$ cat src/inc/cccr_pkg.sv
// constants for the conditioner configuration word bank
// assumes a single 40 MHz clock and a same-clock load strobe
package cccr_pkg;

	// clock and timing
	localparam int unsigned CLK_PERIOD_NS   = 25;
	localparam int unsigned MS_PERIOD_NS    = 1000000;
	localparam int unsigned MS_CYCLES       = MS_PERIOD_NS / CLK_PERIOD_NS;
	localparam int unsigned REFRESH_BASE_NS = 4096000;
	localparam int unsigned REFRESH_CYCLES  =
		REFRESH_BASE_NS / CLK_PERIOD_NS;

	// word selects on the load port
	localparam logic [1:0] SEL_FRONT   = 2'h0;
	localparam logic [1:0] SEL_OPTION  = 2'h1;
	localparam logic [1:0] SEL_STARTUP = 2'h2;

	// reset values; startup word matches the shipped direct-digital setting
	localparam logic [15:0] FRONT_RST   = 16'h0000;
	localparam logic [15:0] OPTION_RST  = 16'h0000;
	localparam logic [15:0] STARTUP_RST = 16'h007f;

	// analog front word fields
	localparam int unsigned GAIN_LSB   = 11;
	localparam int unsigned SWAP_BIT   = 10;
	localparam int unsigned OFSDIR_BIT = 9;
	localparam int unsigned OFSMAG_LSB = 5;
	localparam int unsigned MIRROR_LSB = 3;
	localparam int unsigned ODAC_BIT   = 1;
	localparam int unsigned OTC_BIT    = 0;

	// system option word fields
	localparam int unsigned FAULT_BIT   = 6;
	localparam int unsigned REFRESH_LSB = 4;
	localparam int unsigned PULLUP_BIT  = 3;
	localparam int unsigned RDDLY_LSB   = 1;
	localparam int unsigned EXC_BIT     = 0;

	// startup word fields
	localparam int unsigned WAIT_LSB = 3;
	localparam int unsigned REPS_LSB = 0;
	localparam logic [2:0]  REPS_DIRECT = 3'h7;

	// startup sequencer states
	typedef enum logic [3:0] {
		ST_BOOT = 4'h1,
		ST_WAIT = 4'h2,
		ST_DIG  = 4'h4,
		ST_ANA  = 4'h8
	} cccr_state_t;

endpackage : cccr_pkg

$ cat src/cccr_config_bank.sv
// three 16-bit configuration words with decoded field outputs,
// the startup mode sequencer and the dac refresh timer
// assumes load strobe and word-seen pulse come from clk_sys logic
`timescale 1ns/1ps

module cccr_config_bank
	import cccr_pkg::*;
#(
	parameter int unsigned MS_DIV       = MS_CYCLES,
	parameter int unsigned REFRESH_DIV  = REFRESH_CYCLES,
	parameter logic [15:0] STARTUP_INIT = STARTUP_RST
) (
	input  wire logic        clk_sys,
	input  wire logic        rstn,
	input  wire logic        cfg_load,
	input  wire logic [1:0]  cfg_sel,
	input  wire logic [15:0] cfg_data,
	input  wire logic        ctrl_word_seen,
	output logic [15:0]      analog_front_config,
	output logic [15:0]      system_option_config,
	output logic [15:0]      startup_mode_config,
	output logic [4:0]       gain_code,
	output logic [11:0]      gain_value,
	output logic             input_polarity_swap,
	output logic             coarse_offset_direction,
	output logic [3:0]       coarse_offset_magnitude,
	output logic [1:0]       mirror_ratio_select,
	output logic             offset_dac_polarity,
	output logic             offset_tempco_dac_polarity,
	output logic             fault_detect_enable,
	output logic [1:0]       dac_refresh_select,
	output logic             line_pullup_enable,
	output logic [1:0]       read_response_delay,
	output logic [3:0]       read_delay_bytes,
	output logic             excitation_select,
	output logic [3:0]       control_word_wait,
	output logic [2:0]       control_word_repeats,
	output logic             digital_mode,
	output logic             analog_mode,
	output logic             dac_refresh_tick
);

	// gain steps in volts per volt, indexed by the five-bit code
	localparam logic [11:0] GAIN_TAB [32] = '{
		12'h006, 12'h007, 12'h009, 12'h00b, 12'h00c, 12'h00e, 12'h012,
		12'h016, 12'h01c, 12'h024, 12'h02c, 12'h034, 12'h040, 12'h050,
		12'h060, 12'h070, 12'h090, 12'h0b0, 12'h0d0, 12'h100, 12'h120,
		12'h160, 12'h1a0, 12'h200, 12'h240, 12'h2c0, 12'h340, 12'h400,
		12'h480, 12'h580, 12'h680, 12'h800
	};

	// milliseconds waited per control-word repetition
	function automatic logic [4:0] wait_ms_of(input logic [3:0] c);
		logic [4:0] m;
		m = 5'h1e;
		case (c)
			4'h0: m = 5'd1;
			4'h1: m = 5'd2;
			4'h2: m = 5'd3;
			4'h3: m = 5'd4;
			4'h4: m = 5'd5;
			4'h5: m = 5'd8;
			4'h6: m = 5'd10;
			4'h7: m = 5'd15;
			4'h8: m = 5'd20;
			4'h9: m = 5'd25;
			default: m = 5'd30;
		endcase
		return m;
	endfunction : wait_ms_of

	typedef struct packed {
		logic [15:0] front;
		logic [15:0] option;
		logic [15:0] startup;
		logic [11:0] gain;
		logic [3:0]  rd_bytes;
		logic [5:0]  ref_cnt;
		logic        refresh;
		cccr_state_t st;
		logic [2:0]  rep_cnt;
		logic [4:0]  ms_cnt;
	} cccr_regs_t;

	cccr_regs_t q;
	cccr_regs_t d;
	logic       ms_tick;
	logic       base_tick;
	logic [2:0] reps_req;
	logic [4:0] wait_ms;
	logic [5:0] ref_mult;

	// millisecond base for the startup window
	cccr_tick_div #(.DIV(MS_DIV)) u_ms_div (
		.clk_sys (clk_sys),
		.rstn    (rstn),
		.tick    (ms_tick)
	);

	// 4.096 ms base; longer refresh intervals are multiples of it
	cccr_tick_div #(.DIV(REFRESH_DIV)) u_ref_div (
		.clk_sys (clk_sys),
		.rstn    (rstn),
		.tick    (base_tick)
	);

	// decode of the live startup and refresh settings
	always_comb begin
		reps_req = q.startup[REPS_LSB +: 3];
		if (reps_req == 3'h0) begin
			reps_req = 3'h1;
		end
		wait_ms = wait_ms_of(q.startup[WAIT_LSB +: 4]);
		case (q.option[REFRESH_LSB +: 2])
			2'h0:    ref_mult = 6'h01;
			2'h1:    ref_mult = 6'h04;
			2'h2:    ref_mult = 6'h10;
			default: ref_mult = 6'h20;
		endcase
	end

	// next state: word loads, startup sequencer, refresh timer
	always_comb begin
		d = q;
		d.refresh = 1'b0;
		// a word is replaced whole; reserved bits kept as written
		if (cfg_load) begin
			case (cfg_sel)
				SEL_FRONT: begin
					d.front = cfg_data;
					d.gain = GAIN_TAB[cfg_data[GAIN_LSB +: 5]];
				end
				SEL_OPTION: begin
					d.option = cfg_data;
					// one-hot byte count; codes 0 to 3 give 1, 2, 4 and 8 byte times
					d.rd_bytes = 4'h1 << cfg_data[RDDLY_LSB +: 2];
				end
				SEL_STARTUP: d.startup = cfg_data;
				default:     d.front = q.front; // select 3 is ignored
			endcase
		end
		case (q.st)
			ST_BOOT: begin
				d.rep_cnt = 3'h0;
				d.ms_cnt = 5'h00;
				if (q.startup[REPS_LSB +: 3] == REPS_DIRECT) begin
					d.st = ST_DIG;
				end else begin
					d.st = ST_WAIT;
				end
			end
			ST_WAIT: begin
				// a word arriving with the ms tick wins; window restarts
				if (ctrl_word_seen) begin
					d.ms_cnt = 5'h00;
					if ({1'b0, q.rep_cnt} + 4'h1 >= {1'b0, reps_req}) begin
						d.st = ST_DIG;
					end else begin
						d.rep_cnt = q.rep_cnt + 3'h1;
					end
				end else if (ms_tick) begin
					if (q.ms_cnt + 5'h01 >= wait_ms) begin
						d.st = ST_ANA;
					end else begin
						d.ms_cnt = q.ms_cnt + 5'h01;
					end
				end
			end
			ST_DIG:  d.st = ST_DIG;
			ST_ANA:  d.st = ST_ANA;
			default: d.st = ST_BOOT;
		endcase
		// refresh only counts in fixed analog mode
		if (q.st != ST_ANA) begin
			d.ref_cnt = 6'h00;
		end else if (base_tick) begin
			if (q.ref_cnt + 6'h01 >= ref_mult) begin
				d.ref_cnt = 6'h00;
				d.refresh = 1'b1;
			end else begin
				d.ref_cnt = q.ref_cnt + 6'h01;
			end
		end
	end

	always_ff @(posedge clk_sys or negedge rstn) begin
		if (!rstn) begin
			q.front   <= FRONT_RST;
			q.option  <= OPTION_RST;
			q.startup <= STARTUP_INIT;
			q.gain    <= 12'h006;
			q.rd_bytes <= 4'h1 << OPTION_RST[RDDLY_LSB +: 2];
			q.ref_cnt <= 6'h00;
			q.refresh <= 1'b0;
			q.st      <= ST_BOOT;
			q.rep_cnt <= 3'h0;
			q.ms_cnt  <= 5'h00;
		end else begin
			q <= d;
		end
	end

	// field outputs are slices of the word flops, except gain_value and read_delay_bytes, which have decode flops of their own
	assign analog_front_config  = q.front;
	assign system_option_config = q.option;
	assign startup_mode_config  = q.startup;
	assign gain_code               = q.front[GAIN_LSB +: 5];
	assign gain_value              = q.gain;
	assign input_polarity_swap     = q.front[SWAP_BIT];
	assign coarse_offset_direction = q.front[OFSDIR_BIT];
	assign coarse_offset_magnitude = q.front[OFSMAG_LSB +: 4];
	assign mirror_ratio_select     = q.front[MIRROR_LSB +: 2];
	assign offset_dac_polarity     = q.front[ODAC_BIT];
	assign offset_tempco_dac_polarity = q.front[OTC_BIT];
	assign fault_detect_enable     = q.option[FAULT_BIT];
	assign dac_refresh_select      = q.option[REFRESH_LSB +: 2];
	assign line_pullup_enable      = q.option[PULLUP_BIT];
	assign read_response_delay     = q.option[RDDLY_LSB +: 2];
	assign read_delay_bytes        = q.rd_bytes;
	assign excitation_select       = q.option[EXC_BIT];
	assign control_word_wait       = q.startup[WAIT_LSB +: 4];
	assign control_word_repeats    = q.startup[REPS_LSB +: 3];
	// one-hot state, so each mode flag is a state flop itself
	assign digital_mode            = q.st[2];
	assign analog_mode             = q.st[3];
	assign dac_refresh_tick        = q.refresh;
endmodule : cccr_config_bank

$ cat src/cccr_tick_div.sv
// free-running divider giving a one-cycle enable every DIV clocks
// assumes DIV is at least 2 and below 2**18
`timescale 1ns/1ps
module cccr_tick_div #(
	parameter int unsigned DIV = 40000
) (
	input  wire logic clk_sys,
	input  wire logic rstn,
	output logic      tick
);

	localparam logic [17:0] LAST = 18'(DIV - 1);

	typedef struct packed {
		logic [17:0] cnt;
		logic        tick;
	} cccr_div_t;

	cccr_div_t q;
	cccr_div_t d;

	// wrap at the last count and fire for exactly one cycle
	always_comb begin
		d = q;
		d.tick = 1'b0;
		if (q.cnt == LAST) begin
			d.cnt = 18'h00000;
			d.tick = 1'b1;
		end else begin
			d.cnt = q.cnt + 18'h00001;
		end
	end

	always_ff @(posedge clk_sys or negedge rstn) begin
		if (!rstn) begin
			q <= '0;
		end else begin
			q <= d;
		end
	end

	assign tick = q.tick;
endmodule : cccr_tick_div

$ cat config.mk
export PLATFORM = sky130hd
export DESIGN_NAME = cccr_config_bank
export DESIGN_NICKNAME = d
export VERILOG_FILES = /design/src/inc/cccr_pkg.sv /design/src/cccr_config_bank.sv /design/src/cccr_tick_div.sv
export SDC_FILE = /design/constraint.sdc
export NUM_CORES = 1
export LEC_CHECK = 0
export BUFFER_PORTS_ARGS = -buffer_cell sky130_fd_sc_hd__buf_2
export CORE_AREA = 4 4 133 135
export CTS_CLUSTER_SIZE = 25
export DETAILED_ROUTE_END_ITERATION = 10
export DIE_AREA = 0 0 137 139
export GPL_TIMING_DRIVEN = 0
export SETUP_SLACK_MARGIN = 0.2
export SYNTH_ARGS = -nofsm -noshare
export SYNTH_HDL_FRONTEND = slang
export SYNTH_SLANG_ARGS = --single-unit
$ cat constraint.sdc
create_clock -name clk_sys -period 2.8 [get_ports clk_sys]
set_input_delay 0.42 -clock clk_sys [delete_from_list [all_inputs] [get_ports clk_sys]]
set_output_delay 0.42 -clock clk_sys [all_outputs]
set_load 0.02 [all_outputs]
==> results of run 1 <==
[where the power goes]
group / total (mW) / internal, mW / switching, mW
registers: 2.13 / 1.97 / 0.161
clock network: 2.06 / 1.31 / 0.749
logic: 1.74 / 0.804 / 0.934
[worst register-to-register path, delay by kind of cell, from the launching register on]
kind                     cells  cell delay [ps]
AO/OA/AOI/OAI                7             1310
adder cells (fa/ha/maj)      2              490
buffers and inverters        1               60
flip-flops                   1              540
AND/OR/NAND/NOR              1               50
[layout make-up]
cell class	instances	area (um^2)	share of cell area, %
Timing Repair Buffer	122	657	8.17
Sequential cell	121	3040	37.8
Multi-Input combinational cell	405	2710	33.7
Tap cell	220	275	3.42
Clock buffer	20	447	5.56
Clock inverter	11	105	1.31
Buffer	108	742	9.23
Inverter	17	63.8	0.794
[per-stage QoR]
| step | hold slack, ps | util, % | area (um^2) | cells |
|---|---|---|---|---|
| final | 233 | 48.8 | 8040 | 1024 |
| after global routing | 237 | 48.8 | 8040 | 1024 |
| after CTS | 223 | 48.6 | 8010 | 1024 |
| after detailed placement | 413 | 44.9 | 7390 | 987 |
| after global placement | 455 | 44.7 | 7360 | 986 |
| after floorplan | 124 | - | 6510 | 651 |
[synthesized netlist by cell type, types with 2 or more instances]
library cell | n | area (um^2)
o21ai_1 | 5 | 25.0
o21a_1 | 2 | 15.0
xor2_1 | 17 | 149
dfstp_2 | 11 | 289
nor3_1 | 8 | 40.0
and3_1 | 12 | 75.1
buf_2 | 3 | 15.0
buf_4 | 86 | 646
nand4_1 | 6 | 37.5
buf_1 | 2 | 7.51
and2_1 | 2 | 12.5
inv_1 | 16 | 60.1
mux2_2 | 23 | 259
o41ai_1 | 2 | 17.5
xnor2_1 | 18 | 158
or3_1 | 2 | 12.5
nor2b_1 | 8 | 50.1
nor4b_1 | 2 | 17.5
and4_1 | 3 | 26.3
nand3_1 | 24 | 120
o31ai_1 | 2 | 15.0
a21o_1 | 6 | 45.0
nand3b_1 | 5 | 37.5
o21ai_0 | 35 | 175
ha_1 | 26 | 325
nand2b_1 | 10 | 62.6
a211oi_1 | 2 | 15.0
a21oi_1 | 12 | 60.1
dfrtp_1 | 110 | 2750
a22o_1 | 8 | 70.1
a31oi_1 | 3 | 18.8
nand2_1 | 94 | 353
clkbuf_1 | 16 | 60.1
nor2_4 | 2 | 22.5
nor2_1 | 37 | 139
a221oi_1 | 2 | 17.5
nor4_1 | 2 | 12.5
mux2i_1 | 4 | 40.0
[state kept, by name, indices dropped and copies added, names as in the netlist, 4 cells and up]
name / flops
read_delay_bytes: 4
q: 16
startup_mode_config: 16
gain_value: 12
system_option_config: 16
u_ref_div.q: 18
analog_front_config: 16
u_ms_div.q: 18
[path summary, 6_finish.rpt]
| path | endpoint | slack [ps] | cells past startpoint |
|---|---|---|---|
| max | q[2] | 230 | 11 |
| min | analog_front_config[0] | 230 | 3 |
| max reg2reg | q[2] | 230 | 11 |
| min reg2reg | u_ref_div.q[13] | 470 | 1 |
| max in group asynchronous | q[8] | 1490 | 3 |
| min in group asynchronous | startup_mode_config[14] | 540 | 2 |
[repair_timing]
action,4_1_cts,5_1_grt
gates resized for setup,6,11
endpoints found under the hold margin,48,0
hold buffers,1,0
setup endpoints to repair,5,6
pin swaps,5,10
setup buffers,5,0
[layer usage]
layer  up-vias  GRT usage (%)  routed length, um
li1       2407              -                  -
met1      2368           20.3               6440
met2        87           26.9               7350
met3        21           3.27                528
met4         2           6.14                311
met5         -              0                  7
[kinds of logic after synthesis]
group | Yosys count | share of synthesized area [%]
xor+xnor | 35 | 4.72
mux | 28 | 4.78
buf+inv | 125 | 12.4
compound gates | 90 | 9.06
flops | 121 | 46.8
simple gates | 226 | 17.2
fa+ha+maj | 26 | 5.01
==> results by group, run 1 <==
STA
  • Final Skew: ~6.8 ps
  • Worst Slack Setup Final: 228 ps
  • RSZ-0062 raised after global routing: true
  • Peak Freq: ~390 MHz
  • Fin Setup TNS: 0 ps
  • Final Critical Period: 2570 ps
  • Endpoints failing setup: 0
  • Final hold viol count: 0
  • Relative slew slack: roughly half
  • Period Utilization, post-route: between 90 and 100%
  • Worst slew pin tran: between 700 and 800 ps
  • Final Max Slew Viols: 0

GRT
  • Total grt overflow: 0
  • Largest net degree at the start of global routing: 71
  • Vias in the first global route: roughly 4900
  • First-pass GRT wire length: between 20000 and 25000 um
  • Initial antenna violation count: 1
  • Total track usage: around 16%

Synth
  • Cell area after synthesis: 0.00649 mm^2
  • Netlist cell types: 61
  • Post-synth EDFFs: 0
  • Cells after Synth: ~650
  • Post-Syn Nets: ~700
  • #FFs+latches synth: roughly 120
  • Syn avg cell area: around 10 um^2
  • Synth Warn #: 0
  • Async SR Flop Fraction: between 90% and 100%
  • Prevailing post-synth register cell: dfrtp_1
  • Register area share after synthesis: about 47%

Critical path
  • Critical path's top delay family: compound AO/OA/AOI/OAI gates
  • Req. time, crit path: slightly above 3000 ps
  • Critical path launch point: startup_mode_config[4]
  • Crit end category: register
  • CP Data Arrival Time: between 2000 and 3000 ps
  • Crit path buffers/inverters: 1
  • Crit Path Class: register to register
  • Slowest cell on the critical path: dfstp_2
  • Cells along the critical path: inv_2 -> ha_4 -> nand2_2 -> o21a_1 -> o21ai_2 -> ha_4 -> a21o_1 -> a31oi_4 -> o21ai_1 -> a21o_1 -> a221o_1
  • R2r startpoint: startup_mode_config[4]
  • Critical path launch point type: register
  • Crit path max fanout: 5
  • Max stage delay on crit path: 540 ps

Outcome
  • Outcome: finished, final reports clean

Worst hold path
  • Critical hold path startpoint: cfg_data[0]
  • Min-delay worst type: input port to register

Place
  • Port Buffer Count: roughly 120
  • GP Congestion: 0.832
  • Post-DP HPWL: around 11000 um
  • Pre-CTS WS: -99.7 ps

Die
  • Die Span X: approximately 140 um
  • Die height: approximately 140 um
  • Top Ports: 118
  • FP Rows: 47
  • Die footprint: 0.0190 mm^2
  • Core area: 0.0165 mm^2
  • Initial Util: roughly two fifths

Clock network
  • H-tree Lvls: 4
  • CTS tree: yes
  • Root Buffer: clkbuf_16
  • Clock Sinks: about 120
  • Clock Tree Buf Depth: 2
  • Clock-pin slew on the worst setup and hold paths: about 50 ps
  • Worst skew pair latency: around 410 ps
  • CTS buffer count: 17

Drt
  • Initial DRC count: 203
  • Via density: about 4.8
  • Detail Route Antenna Nets: 0
  • DRT Pass-1 Iters: 4
  • Remaining DRCs: 0
  • Vias: just under 5000
  • Final wirelength: roughly 15000 um
  • WL/cell: approximately 14 um

Run
  • Max-Cap Viols: 0

Finish
  • Commonest non-fill, non-tap cell in the layout: buf_2
  • Filler cell count: between 1500 and 2000
  • Layout cells sized above 1: 36.7%
  • Layout overhead on the synthesized area: 23.8%
  • ANT cells: 0
  • Most frequent cells in the layout: buf_2 (117), dfrtp_1 (110), nand2_1 (93), buf_4 (91), nor2_1 (37)
  • NumNets Final: 840

Pwr
  • Pwr Density: about 740 mW/mm^2
  • Overall Power: about 5.9 mW
  • Leak pwr: around 4 nW
  • Peak VDD IR: about 0.00046 V
(Power assumes the default switching activity.)
==> run 2, diff against run 1 <==
==> constraint.sdc (replaced) <==
create_clock -name clk_sys -period 2.8 [get_ports clk_sys]
set_input_delay 0.14 -clock clk_sys [delete_from_list [all_inputs] [get_ports clk_sys]]
set_output_delay 0.14 -clock clk_sys [all_outputs]
set_load 0.02 [all_outputs]
==> results by group, run 2 (synthesized netlist as in run 1, its figures left out) <==
Pwr
  • Pwr Density: 729 mW/mm^2 (-1.1%)
  • Peak VDD IR: 0.000461 V (about the same)
  • Leak pwr: 4.14 nW (+1.2%)
  • Overall Power: 5.94 mW (+0.29%)

STA
  • Hold WS: 45.8 ps (-187 ps)
  • Relative slew slack: 49.4% (-0.72 points)
  • Final Skew: 6.62 ps (-0.174 ps)
  • Worst Slack Setup Final: 224 ps (-4.04 ps)
  • RSZ-0062 raised after global routing: true
  • Final Critical Period: 2580 ps (+4.04 ps)
  • Final Max Slew Viols: 0 (unchanged)
  • Fin Setup TNS: 0 ps (unchanged)
  • Period Utilization, post-route: 92.0% (+0.14 points)
  • Worst slew pin tran: 758 ps (+10.8 ps)
  • Endpoints failing setup: 0 (unchanged)
  • Final hold viol count: 0 (unchanged)
  • Peak Freq: 388 MHz (-0.16%)

Drt
  • Remaining DRCs: 0 (unchanged)
  • DRT Pass-1 Iters: 4 (unchanged)
  • Via density: 4.77 (about the same)
  • Initial DRC count: 199 (-2.0%)
  • WL/cell: 14.2 um (-0.54%)
  • Final wirelength: 14700 um (+0.53%)
  • Vias: 4938 (+1.1%)
  • Detail Route Antenna Nets: 0 (unchanged)

Finish
  • Commonest non-fill, non-tap cell in the layout: buf_2
  • Final Instance Area: 0.00815 mm^2 (+1.4%)
  • Largest registers: u_ms_div.q x18, u_ref_div.q x18
  • Most frequent cells in the layout: buf_2 (117), dfrtp_1 (110), nand2_1 (93), buf_4 (91), nor2_1 (37)
  • NumNets Final: 851 (+1.3%)
  • ANT cells: 0 (unchanged)
  • Layout overhead on the synthesized area: 25.5%
  • Layout cells sized above 1: 36.2% (-0.50 points)
  • Final std cells w/o fill: 1035 (+1.1%)
  • Filler cell count: 1552 (-0.39%)
  • Post-layout util: 49.5% (+0.67 points)

Clock network
  • Root Buffer: clkbuf_16
  • Clock Tree Buf Depth: 2 (unchanged)
  • CTS tree: yes
  • Clock-pin slew on the worst setup and hold paths: 50 ps (about the same)
  • Worst skew pair latency: 410 ps (about the same)
  • Clock Sinks: 121 (unchanged)
  • CTS buffer count: 17 (unchanged)
  • H-tree Lvls: 4 (unchanged)

Die
  • Initial Util: 39.4% (unchanged)
  • Die height: 139 um (unchanged)
  • Core area: 0.0165 mm^2 (unchanged)
  • Top Ports: 118 (unchanged)
  • Die footprint: 0.0190 mm^2 (unchanged)
  • Die Span X: 137 um (unchanged)
  • FP Rows: 47 (unchanged)

Place
  • Placed Area: 0.00739 mm^2 (unchanged)
  • GP Congestion: 0.832 (unchanged)
  • Pre-CTS WS: -99.7 ps (unchanged)
  • Placed cell count: 987 (unchanged)
  • Post-DP HPWL: 10800 um (unchanged)
  • Port Buffer Count: 115 (unchanged)

GRT
  • Vias in the first global route: 4954 (+0.96%)
  • First-pass GRT wire length: 24700 um (+0.65%)
  • Initial antenna violation count: 0 (-1)
  • Largest net degree at the start of global routing: 71 (unchanged)
  • Total track usage: 16.2% (+0.068 points)
  • Total grt overflow: 0 (unchanged)

Critical path
  • Critical path launch point type: register
  • Crit path max fanout: 5 (unchanged)
  • Crit Path Class: register to register
  • Reg2reg setup slack: 220 ps (about the same)
  • Req. time, crit path: 3090 ps (about the same)
  • Crit end category: register
  • CP Data Arrival Time: 2870 ps (about the same)

Run
  • Max-Cap Viols: 0 (unchanged)

Outcome
  • Outcome: finished, final reports clean

Worst hold path
  • Min-delay worst type: input port to register
-- run 2: layout make-up --
type                            instances  area (um^2)  area share (%)
Timing Repair Buffer                  133          767            9.41
Multi-Input combinational cell        405         2710            33.2
Clock buffer                           20          447            5.48
Inverter                               17         63.8           0.783
Tap cell                              220          275            3.38
Clock inverter                         11          105            1.29
Buffer                                108          742            9.10
Sequential cell                       121         3040            37.3
-- run 2: worst paths after layout --
path                                         from                       to  cells past startpoint
setup / recovery           startup_mode_config[4]                     q[2]                     11
hold reg to reg                   u_ref_div.q[13]          u_ref_div.q[13]                      1
setup reg to reg           startup_mode_config[4]                     q[2]                     11
max in group asynchronous                    rstn                     q[8]                      3
min in group asynchronous                    rstn  startup_mode_config[14]                      2
hold / removal                        cfg_data[1]   analog_front_config[1]                      3
-- run 2: metal layers --
metal,global-route usage (%),share of wire [%],up-vias,wire length (um)
met2,27.1,50,93,7400
met4,6.14,2.1,0,306
li1,-,-,2432,-
met1,20.5,44,2394,6500
met3,3.01,3.4,19,501
met5,0,0,-,0
-- run 2: what timing repair did --
item,4_1_cts,5_1_grt
hold buffers,12,0
endpoints found under the hold margin,67,0
setup endpoints to repair,5,6
setup buffers,5,0
gates resized for setup,6,11
pin swaps,5,10
-- run 2: power by group --
part | switching, mW | internal [mW]
clock network | 0.752 | 1.31
logic | 0.937 | 0.816
registers | 0.161 | 1.97
total | 1.85 | 4.09
-- run 2: worst max-delay path: stages (launching register included) --
cell and delay (ps):
dfstp_2 540, inv_2 60, ha_4 260, nand2_2 50, o21a_1 110, o21ai_2 190
ha_4 230, a21o_1 170, a31oi_4 150, o21ai_1 80, a21o_1 250, a221o_1 360
